**src/rtl/smsa_pkg.sv**
```systemverilog
// Purpose: constants and types for the safe motion status word assembler
// Assumes: source words come from logic on the same clock
// Notes: 2-byte status layout with binary mode code and functional inputs
package smsa_pkg;

   // ==========================================================
   // source word bit positions
   localparam int ST_ESTOP = 1;
   localparam int ST_STANDSTILL = 2;
   localparam int ST_MODE_LO = 3;
   localparam int MODE_N = 8;
   localparam int ST_FAULT = 25;
   localparam int ST_PARK = 27;
   localparam int POS_REF = 5;
   localparam int POS_ENC = 6;
   localparam int FN_A = 0;
   localparam int FN_B = 1;
   localparam int FN_C = 2;
   localparam int FN_D = 3;

   // ==========================================================
   // register map
   localparam int AW = 8;
   localparam logic [7:0] ADR_CFG = 8'h00;
   localparam logic [7:0] ADR_STAT = 8'h04;
   localparam logic [7:0] ADR_IRQ_STAT = 8'h08;
   localparam logic [7:0] ADR_IRQ_CLR = 8'h0C;
   localparam logic [7:0] ADR_IRQ_EN = 8'h10;
   localparam int CFG_W = 10;
   localparam int CFG_CON_LSB = 0;
   localparam int CFG_PRO_LSB = 16;
   localparam int CFG_BUS_LSB = 28;
   localparam int STAT_OK_BIT = 16;
   localparam int STAT_CONF_BIT = 17;
   localparam int STAT_NONE_BIT = 18;
   localparam int IRQ_CHG = 0;
   localparam int IRQ_PROF = 1;
   localparam int IRQ_MODE = 2;
   localparam int IRQ_N = 3;
   localparam logic [IRQ_N-1:0] IRQ_RST = 3'h0;

   // ==========================================================
   // predefined configuration numbers
   localparam logic [9:0] CON_778 = 10'h30A;
   localparam logic [9:0] CON_779 = 10'h30B;
   localparam logic [9:0] CON_780 = 10'h30C;
   localparam logic [9:0] CON_781 = 10'h30D;
   localparam logic [9:0] CON_786 = 10'h312;
   localparam logic [9:0] CON_787 = 10'h313;
   localparam logic [9:0] PRO_782 = 10'h30E;
   localparam logic [9:0] PRO_783 = 10'h30F;
   localparam logic [9:0] PRO_784 = 10'h310;
   localparam logic [9:0] PRO_785 = 10'h311;
   localparam logic [9:0] PRO_788 = 10'h314;
   localparam logic [9:0] PRO_789 = 10'h315;
   localparam logic [9:0] PRO_790 = 10'h316;

   typedef enum logic [1:0] {
      BUS_CSOS = 2'b00,
      BUS_FSOE = 2'b01,
      BUS_PNET = 2'b10
   } smsa_bus_t;

   localparam logic [31:0] CFG_MASK = 32'h30000000 | 32'h03FF03FF;
   localparam logic [31:0] CFG_RST = {2'h0, BUS_CSOS, 2'h0, PRO_790, 6'h00, CON_787};

   // ==========================================================
   // carriers
   typedef struct packed {
      logic overall_safe_flag;
      logic encoder_stopped_flag;
      logic safety_fault_flag;
      logic brake_ack_flag;
      logic rsvd;
      logic axis_parked_flag;
      logic func_in_d;
      logic func_in_c;
      logic func_in_b;
      logic func_in_a;
      logic safe_reference_flag;
      logic motion_mode_code_b2;
      logic motion_mode_code_b1;
      logic motion_mode_code_b0;
      logic safe_standstill_flag;
      logic estop_mode_flag;
   } smsa_word_t;

   typedef struct packed {
      logic [31:0] state;
      logic [15:0] pos;
      logic [15:0] func;
      logic brake;
      logic safe;
   } smsa_src_t;

   typedef struct packed {
      logic wr;
      logic rd;
      logic [AW-1:0] addr;
      logic [31:0] wdata;
   } smsa_req_t;

endpackage

```
**src/rtl/smsa_profile_chk.sv**
```systemverilog
// Purpose: decide whether a consumer/producer pairing is allowed on a bus
// Assumes: configuration numbers held as 10-bit values
// Notes: combinational, no state
module smsa_profile_chk
   import smsa_pkg::*;
(
   // selection
   input wire smsa_bus_t bus,
   input wire logic [CFG_W-1:0] con,
   input wire logic [CFG_W-1:0] pro,
   // verdict
   output logic legal
);

   logic con_pre;
   logic pro_pre;
   logic pair_2b;

   always_comb
   begin
      con_pre = (con == CON_778) || (con == CON_779) || (con == CON_780)
         || (con == CON_781) || (con == CON_786) || (con == CON_787);
      pro_pre = (pro == PRO_782) || (pro == PRO_783) || (pro == PRO_784)
         || (pro == PRO_785) || (pro == PRO_788) || (pro == PRO_789)
         || (pro == PRO_790);
      // 2-byte pairs, allowed on every bus
      pair_2b = ((con == CON_780) && (pro == PRO_784))
         || ((con == CON_781) && (pro == PRO_785))
         || ((con == CON_787) && (pro == PRO_788))
         || ((con == CON_787) && (pro == PRO_790))
         || ((con == CON_786) && (pro == PRO_789))
         || ((con == CON_786) && (pro == PRO_784));
      legal = 1'b0;
      unique case (bus)
         // any predefined pairing; 1-byte ones only here
         BUS_CSOS: legal = con_pre && pro_pre;
         BUS_FSOE: legal = pair_2b;
         BUS_PNET: legal = pair_2b;
         default: legal = 1'b0;
      endcase
   end

endmodule

```
**src/rtl/smsa_assembler.sv**
```systemverilog
// Purpose: assemble the 2-byte safety status word sent to the controller
// Assumes: source words on CLK; register port with read data a cycle later
// Notes: CE low freezes all state except the reset release stages, and drops bus accesses
//
// Added by the designer: the register offsets and the address-and-strobe port.
module smsa_assembler
   import smsa_pkg::*;
(
   // clock, reset, enable
   input wire logic CLK,
   input wire logic RST_N,
   input wire logic CE,
   // source status words
   input wire smsa_src_t SRC,
   // register port
   input wire smsa_req_t BUS_REQ,
   output logic [31:0] BUS_RDATA,
   // status word to the safety bus
   output smsa_word_t TX_WORD,
   output logic TX_PROFILE_OK,
   // interrupt
   output logic IRQ
);

   // ==========================================================
   // reset release
   logic rst_s1_r;
   logic rst_n;

   always_ff @(posedge CLK or negedge RST_N)
   begin
      if (!RST_N)
      begin
         rst_s1_r <= 1'b0;
         rst_n <= 1'b0;
      end
      else
      begin
         rst_s1_r <= 1'b1;
         rst_n <= rst_s1_r;
      end
   end

   // ==========================================================
   // mode encoding
   logic [MODE_N-1:0] mode_vec;
   logic [2:0] mode_code;
   logic mode_conflict;
   logic mode_none;

   assign mode_vec = SRC.state[ST_MODE_LO +: MODE_N];

   // lowest active mode wins; code is mode number minus one
   always_comb
   begin
      mode_code = 3'h0;
      mode_conflict = 1'b0;
      mode_none = 1'b1;
      for (int i = MODE_N - 1; i >= 0; i--)
      begin
         if (mode_vec[i])
         begin
            mode_code = i[2:0];
         end
      end
      if (mode_vec != '0)
      begin
         mode_none = 1'b0;
      end
      if ((mode_vec & (mode_vec - MODE_N'(1))) != '0)
      begin
         mode_conflict = 1'b1;
      end
   end

   // ==========================================================
   // word assembly
   smsa_word_t word_nxt;
   smsa_word_t word_r;

   always_comb
   begin
      word_nxt = '0;
      word_nxt.estop_mode_flag = SRC.state[ST_ESTOP];
      word_nxt.safe_standstill_flag = SRC.state[ST_STANDSTILL];
      word_nxt.motion_mode_code_b0 = mode_code[0];
      word_nxt.motion_mode_code_b1 = mode_code[1];
      word_nxt.motion_mode_code_b2 = mode_code[2];
      word_nxt.safe_reference_flag = SRC.pos[POS_REF];
      word_nxt.func_in_a = SRC.func[FN_A];
      word_nxt.func_in_b = SRC.func[FN_B];
      word_nxt.func_in_c = SRC.func[FN_C];
      word_nxt.func_in_d = SRC.func[FN_D];
      word_nxt.axis_parked_flag = SRC.state[ST_PARK];
      word_nxt.rsvd = 1'b0;
      word_nxt.brake_ack_flag = SRC.brake;
      word_nxt.safety_fault_flag = SRC.state[ST_FAULT];
      word_nxt.encoder_stopped_flag = SRC.pos[POS_ENC];
      word_nxt.overall_safe_flag = SRC.safe;
   end

   logic conflict_r;
   logic none_r;

   always_ff @(posedge CLK or negedge rst_n)
   begin
      if (!rst_n)
      begin
         word_r <= '0;
         conflict_r <= 1'b0;
         none_r <= 1'b1;
      end
      else if (CE)
      begin
         word_r <= word_nxt;
         conflict_r <= mode_conflict;
         none_r <= mode_none;
      end
   end

   assign TX_WORD = word_r;

   // ==========================================================
   // configuration and profile check
   logic [31:0] cfg_r;
   logic wr_cfg;
   logic legal;
   logic prof_ok_r;

   assign wr_cfg = CE && BUS_REQ.wr && (BUS_REQ.addr == ADR_CFG);

   always_ff @(posedge CLK or negedge rst_n)
   begin
      if (!rst_n)
      begin
         cfg_r <= CFG_RST;
      end
      else if (wr_cfg)
      begin
         cfg_r <= BUS_REQ.wdata & CFG_MASK;
      end
   end

   smsa_profile_chk u_chk (
      .bus(smsa_bus_t'(cfg_r[CFG_BUS_LSB +: 2])),
      .con(cfg_r[CFG_CON_LSB +: CFG_W]),
      .pro(cfg_r[CFG_PRO_LSB +: CFG_W]),
      .legal(legal)
   );

   always_ff @(posedge CLK or negedge rst_n)
   begin
      if (!rst_n)
      begin
         prof_ok_r <= 1'b0;
      end
      else if (CE)
      begin
         prof_ok_r <= legal;
      end
   end

   assign TX_PROFILE_OK = prof_ok_r;

   // ==========================================================
   // interrupts
   logic [IRQ_N-1:0] ev;
   logic [IRQ_N-1:0] irq_stat_r;
   logic [IRQ_N-1:0] irq_en_r;
   logic [IRQ_N-1:0] clr;

   always_comb
   begin
      ev = '0;
      ev[IRQ_CHG] = CE && (word_nxt != word_r);
      ev[IRQ_PROF] = CE && prof_ok_r && !legal;
      ev[IRQ_MODE] = CE && mode_conflict && !conflict_r;
      clr = '0;
      if (CE && BUS_REQ.wr && (BUS_REQ.addr == ADR_IRQ_CLR))
      begin
         clr = BUS_REQ.wdata[IRQ_N-1:0];
      end
   end

   // a new event beats a clear in the same cycle
   always_ff @(posedge CLK or negedge rst_n)
   begin
      if (!rst_n)
      begin
         irq_stat_r <= IRQ_RST;
      end
      else if (CE)
      begin
         irq_stat_r <= (irq_stat_r & ~clr) | ev;
      end
   end

   always_ff @(posedge CLK or negedge rst_n)
   begin
      if (!rst_n)
      begin
         irq_en_r <= IRQ_RST;
      end
      else if (CE && BUS_REQ.wr && (BUS_REQ.addr == ADR_IRQ_EN))
      begin
         irq_en_r <= BUS_REQ.wdata[IRQ_N-1:0];
      end
   end

   assign IRQ = |(irq_stat_r & irq_en_r);

   // ==========================================================
   // read path
   logic [31:0] stat_rd;
   logic [31:0] rdata_nxt;
   logic [31:0] rdata_r;

   always_comb
   begin
      stat_rd = '0;
      stat_rd[$bits(smsa_word_t)-1:0] = word_r;
      stat_rd[STAT_OK_BIT] = prof_ok_r;
      stat_rd[STAT_CONF_BIT] = conflict_r;
      stat_rd[STAT_NONE_BIT] = none_r;
      rdata_nxt = '0;
      if (CE && BUS_REQ.rd)
      begin
         case (BUS_REQ.addr)
            ADR_CFG: rdata_nxt = cfg_r;
            ADR_STAT: rdata_nxt = stat_rd;
            ADR_IRQ_STAT: rdata_nxt[IRQ_N-1:0] = irq_stat_r;
            ADR_IRQ_EN: rdata_nxt[IRQ_N-1:0] = irq_en_r;
            default: rdata_nxt = '0;
         endcase
      end
   end

   always_ff @(posedge CLK or negedge rst_n)
   begin
      if (!rst_n)
      begin
         rdata_r <= '0;
      end
      else if (CE)
      begin
         rdata_r <= rdata_nxt;
      end
   end

   assign BUS_RDATA = rdata_r;

   // ==========================================================
   // checks
   property p_estop;
      @(posedge CLK) disable iff (!rst_n)
      $past(CE) |-> word_r.estop_mode_flag == $past(SRC.state[ST_ESTOP]);
   endproperty
   a_estop: assert property (p_estop)
      else $error("estop flag not copied");

   property p_standstill;
      @(posedge CLK) disable iff (!rst_n)
      $past(CE) |-> word_r.safe_standstill_flag == $past(SRC.state[ST_STANDSTILL]);
   endproperty
   a_standstill: assert property (p_standstill)
      else $error("standstill flag not copied");

   property p_mode5;
      @(posedge CLK) disable iff (!rst_n)
      CE && (mode_vec == 8'h10) |=> {word_r.motion_mode_code_b2,
         word_r.motion_mode_code_b1, word_r.motion_mode_code_b0} == 3'h4;
   endproperty
   a_mode5: assert property (p_mode5)
      else $error("mode five misencoded");

   property p_ref_func;
      @(posedge CLK) disable iff (!rst_n)
      $past(CE) |-> (word_r.safe_reference_flag == $past(SRC.pos[POS_REF]))
         && ({word_r.func_in_b, word_r.func_in_a} == $past(SRC.func[FN_B:FN_A]));
   endproperty
   a_ref_func: assert property (p_ref_func)
      else $error("reference or inputs one two wrong");

   property p_byte1_low;
      @(posedge CLK) disable iff (!rst_n)
      $past(CE) |-> ({word_r.axis_parked_flag, word_r.func_in_d, word_r.func_in_c}
         == {$past(SRC.state[ST_PARK]), $past(SRC.func[FN_D:FN_C])});
   endproperty
   a_byte1_low: assert property (p_byte1_low)
      else $error("byte one low bits wrong");

   property p_byte1_high;
      @(posedge CLK) disable iff (!rst_n)
      $past(CE) |-> TX_WORD[15:12] == {$past(SRC.safe), $past(SRC.pos[POS_ENC]),
         $past(SRC.state[ST_FAULT]), $past(SRC.brake)};
   endproperty
   a_byte1_high: assert property (p_byte1_high)
      else $error("byte one high bits wrong");

   property p_rsvd;
      @(posedge CLK) disable iff (!rst_n)
      TX_WORD.rsvd == 1'b0;
   endproperty
   a_rsvd: assert property (p_rsvd)
      else $error("reserved bit set");

   property p_fsoe_1byte;
      @(posedge CLK) disable iff (!rst_n)
      CE && (cfg_r == {2'h0, BUS_FSOE, 2'h0, PRO_782, 6'h00, CON_778})
         |=> !TX_PROFILE_OK;
   endproperty
   a_fsoe_1byte: assert property (p_fsoe_1byte)
      else $error("1-byte profile accepted off sercos");

   property p_csos_any;
      @(posedge CLK) disable iff (!rst_n)
      CE && (cfg_r == {2'h0, BUS_CSOS, 2'h0, PRO_790, 6'h00, CON_778})
         |=> TX_PROFILE_OK;
   endproperty
   a_csos_any: assert property (p_csos_any)
      else $error("free pairing refused on sercos");

   property p_pnet_pair;
      @(posedge CLK) disable iff (!rst_n)
      CE && (cfg_r == {2'h0, BUS_PNET, 2'h0, PRO_789, 6'h00, CON_786})
         |=> TX_PROFILE_OK;
   endproperty
   a_pnet_pair: assert property (p_pnet_pair)
      else $error("defined pair refused");

   property p_set_wins;
      @(posedge CLK) disable iff (!rst_n)
      ev[IRQ_CHG] && clr[IRQ_CHG] |=> irq_stat_r[IRQ_CHG];
   endproperty
   a_set_wins: assert property (p_set_wins)
      else $error("event lost against clear");

   property p_rd_stat;
      @(posedge CLK) disable iff (!rst_n)
      CE && BUS_REQ.rd && (BUS_REQ.addr == ADR_STAT)
         |=> ((BUS_RDATA[$bits(smsa_word_t)-1:0] == $past(word_r))
         && (BUS_RDATA[STAT_OK_BIT] == $past(TX_PROFILE_OK)))
         ##1 ($past(BUS_REQ.rd) || !$past(CE) || (BUS_RDATA == '0));
   endproperty
   a_rd_stat: assert property (p_rd_stat)
      else $error("status read data wrong");

endmodule

```
**config.mk**
```make
export PLATFORM = sky130hd
export DESIGN_NAME = smsa_assembler
export DESIGN_NICKNAME = d
export VERILOG_FILES = /design/src/rtl/smsa_pkg.sv /design/src/rtl/smsa_profile_chk.sv /design/src/rtl/smsa_assembler.sv
export SDC_FILE = /design/constraint.sdc
export NUM_CORES = 1
export LEC_CHECK = 0
export ABC_AREA = 1
export BUFFER_PORTS_ARGS = -buffer_cell sky130_fd_sc_hd__buf_4
export CORE_UTILIZATION = 25
export CTS_CLUSTER_DIAMETER = 60
export DETAILED_ROUTE_END_ITERATION = 8
export MAX_ROUTING_LAYER = met4
export PLACE_DENSITY_LB_ADDON = 0.3
export SYNTH_ARGS = -nofsm -noshare
export SYNTH_HDL_FRONTEND = slang
export SYNTH_HIERARCHICAL = 1
export SYNTH_SLANG_ARGS = --single-unit
```
**constraint.sdc**
```tcl
create_clock -name CLK -period 5.7 [get_ports CLK]
set_clock_uncertainty 0.05 [all_clocks]
set_input_delay 1.71 -clock CLK [delete_from_list [all_inputs] [get_ports CLK]]
set_output_delay 1.71 -clock CLK [all_outputs]
set_load 0.05 [all_outputs]
```
==> results.sh <==
export IMPL_synth_async_reset_ratio=1.000
export IMPL_critPathLaunchType="input pin"
export IMPL_die_area_um2=16300
export IMPL_crit_fanout=28
export IMPL_wl_mm=10.95
export IMPL_slowest_delay_ns=0.51
export IMPL_clockRootBuffer="clkbuf_16"
export IMPL_syn_avg_cell_area_um2=8.190
export IMPL_leakagePower_nw=2.626
export IMPL_grt_usage=0.1438
export IMPL_grt_start_max_net_pins=74
export IMPL_cp_arrival_ns=3.48
export IMPL_fillCellCount=1612
export IMPL_cap_violations=0
export IMPL_final_nets=692
export IMPL_path_class="input pin to flip-flop"
export IMPL_firstDrtPassIters=5
export IMPL_clk_latency_ns=0.34
export IMPL_synth_area_leaders="dfrtp_1, nand2_1, dfstp_2"
export IMPL_routabilityCongestion=0.8504
export IMPL_h_tree_depth=3
export IMPL_dr_first_iter_drc_count=217
export IMPL_overflow=0
export IMPL_fin_tns_setup_ns=0
export IMPL_intPower_mw=1.005
export IMPL_post_cts_resized=0
export IMPL_netlist_area_leader_share=0.4057
export IMPL_synth_cell_types=35
export IMPL_powerDensity_nw_per_um2=262.2
export IMPL_synth_most_common_cell="nand2_1"
export IMPL_grt_pass1_vias=3551
export IMPL_post_cts_buffers=0
export IMPL_routedWlPerCell_um=13.77
export IMPL_via_per_inst=4.426
export IMPL_grt_pass1_wl_mm=17.77
export IMPL_dieHeight_um=127.7
export IMPL_slew_headroom=0.3543
export IMPL_rsz0062_at_grt="false"
export IMPL_synth_seq_cells=75
export IMPL_layout_min_cycle_time_ns=3.310
export IMPL_drive_gt1_frac=0.2860
export IMPL_cts_tree="done"
export IMPL_synth_commonest_cells="nand2_1, inv_1, dfrtp_1"
export IMPL_antenna_found_initial=0
export IMPL_antenna_cells=0
export IMPL_yosys_warnings=6
export IMPL_worst_slew_pin_slew_ns=0.9686
export IMPL_start_util=0.2578
export IMPL_synthToLayoutAreaGrowth_pct=31.66
export IMPL_fmax_mhz=302.1
export IMPL_maxSlewViolCount=0
export IMPL_crit_chain="buf_4 -> inv_1 -> nand2_1 -> nor2_2 -> nand2_2 -> nor2_4 -> nand2_4 -> mux2_4"
export IMPL_path_buf_inv=2
export IMPL_cts_clk_slew_worst_paths_ns=0.06
export IMPL_worst_r2r_cell_count=11
export IMPL_via_count=3519
export IMPL_io_pins=161
export IMPL_clock_sinks=75
export IMPL_numCtsBuffers=9
export IMPL_cts_hold_fix_buffers=0
export IMPL_utilization=0.3394
export IMPL_hold_class="flip-flop to flip-flop"
export IMPL_run_status="finished, final reports clean"
export IMPL_ant_nets=0
export IMPL_worstPathRequired_ns=5.87
export IMPL_clkPwrFrac=0.452
export IMPL_synth_cells=482
export IMPL_coreArea_um2=15310
export IMPL_drc=0
export IMPL_netSwitchingPower_uw=357.5
export IMPL_synth_top_area_cell="dfrtp_1"
export IMPL_critPathTopFamily="simple AND/OR/NAND/NOR gates"
export IMPL_clockBufferDepth=2
export IMPL_crit_slowest_cell="nor2_4"
export IMPL_seq_power_share=0.416
export IMPL_finalCritPeriodShare=0.5807
export IMPL_synth_edff_count=0
export IMPL_rows=45
export IMPL_synth_main_ff_cell="dfrtp_1"
export IMPL_combPwrFrac=0.133
export IMPL_yosysSeqAreaShare=0.4789
export IMPL_syn_cell_area_um2=3948
export IMPL_cp_depth=8
export IMPL_ir_drop_mv=0.1320
export IMPL_holdPathStages=0
export IMPL_setup_viol=0
export IMPL_dp_hpwl_mm=7.989
export IMPL_final_hold_viol_count=0
export IMPL_endpoint_kind="flip-flop"
export IMPL_fp_dieW_um=127.7
export IMPL_portBuffers=98
export IMPL_power_switching_share=0.2623
[power by group through the flow]
| stage | Combinational (mW) | Sequential [mW] | Clock, mW |
|---|---|---|---|
| final | 0.181 | 0.566 | 0.616 |
| after global routing | 0.197 | 0.569 | 0.648 |
| after CTS | 0.182 | 0.566 | 0.627 |
| after detailed placement | 0.182 | 0.576 | 0 |
| after global placement | 0.179 | 0.575 | 0 |
| after floorplan | 0.0703 | 0.614 | 0 |
[cells in the final DEF, fill, tap and decap left out, types with 2 or more instances in the layout]
cell type,n
o21ai_1,4
dfrtp_1,63
bufinv_16,2
nor2_2,8
mux2_4,8
nor2_1,31
conb_1,7
a32o_1,9
inv_2,6
o22ai_1,7
nand2_2,3
a22o_1,7
nand3_1,21
buf_4,100
nor3_1,4
inv_1,65
o31ai_1,6
a21oi_1,5
nand3_2,2
nand4_1,4
dfstp_2,11
o21ai_0,40
clkinv_2,2
nor2_4,2
mux2_2,8
nand2_1,137
clkbuf_16,9
ha_1,2
[registers in the layout, summed over array words and instances, names as in the netlist]
name           cells
BUS_RDATA         27
cfg_r             22
rst_n              1
none_r             1
TX_WORD           15
rst_s1_r           1
irq_en_r           3
conflict_r         1
irq_stat_r         3
TX_PROFILE_OK      1
[layer usage]
metal | global-route usage | part of all wire
met5 | - | 0
met3 | 0.02170 | 0.041
met4 | 0.04567 | 0.017
met1 | 0.1882 | 0.49
met2 | 0.2292 | 0.46
[worst paths after layout]
| check | start | end | slack (ns) |
|---|---|---|---|
| worst max-delay path | BUS_REQ[38] | cfg_r[23] | 2.39 |
| worst min-delay path | rst_s1_r | rst_n | 0.31 |
| worst max register to register | cfg_r[20] | irq_stat_r[1] | 3.98 |
| worst min register to register | rst_s1_r | rst_n | 0.31 |
| max in group asynchronous | RST_N | rst_n | 4.41 |
| min in group asynchronous | rst_n | cfg_r[3] | 0.44 |
[stage by stage]
step                hold slack [ns]  power, mW  instance area (µm²)  instances  worst slack (ns)
finish                       0.3092      1.363                 5197        795             2.390
global route                 0.3295      1.414                 5197        795             2.215
CTS                          0.3132      1.375                 5197        795             2.358
detailed placement           0.2871     0.7576                 4877        779             1.999
global placement             0.2870     0.7535                 4877        779             2.042
floorplan                    0.2812     0.6839                 3966        487             2.834
[cells by family (layout without fill, tap and decap cells)]
group,after synthesis,in the layout,synth area share
compound gates,79,79,0.1252
buf+inv,91,188,0.09508
fa+ha+maj,2,2,0.006338
simple gates,215,215,0.2349
xor+xnor,2,2,0.004438
other cells,2,7,0.001902
mux,16,16,0.05325
flops,75,75,0.4789
[cell type report]
type / count / area [µm²] / area share
clock buffers: 11 / 242.7 / 0.04670
multi-input cells: 321 / 1700 / 0.3272
inverters: 72 / 270.3 / 0.05200
flip-flops and latches: 75 / 1892 / 0.3640
repair buffers: 100 / 750.7 / 0.1444
clock inverters: 5 / 77.57 / 0.01493
well taps: 211 / 264.0 / 0.05079
Power figures use the tool's default switching activity.
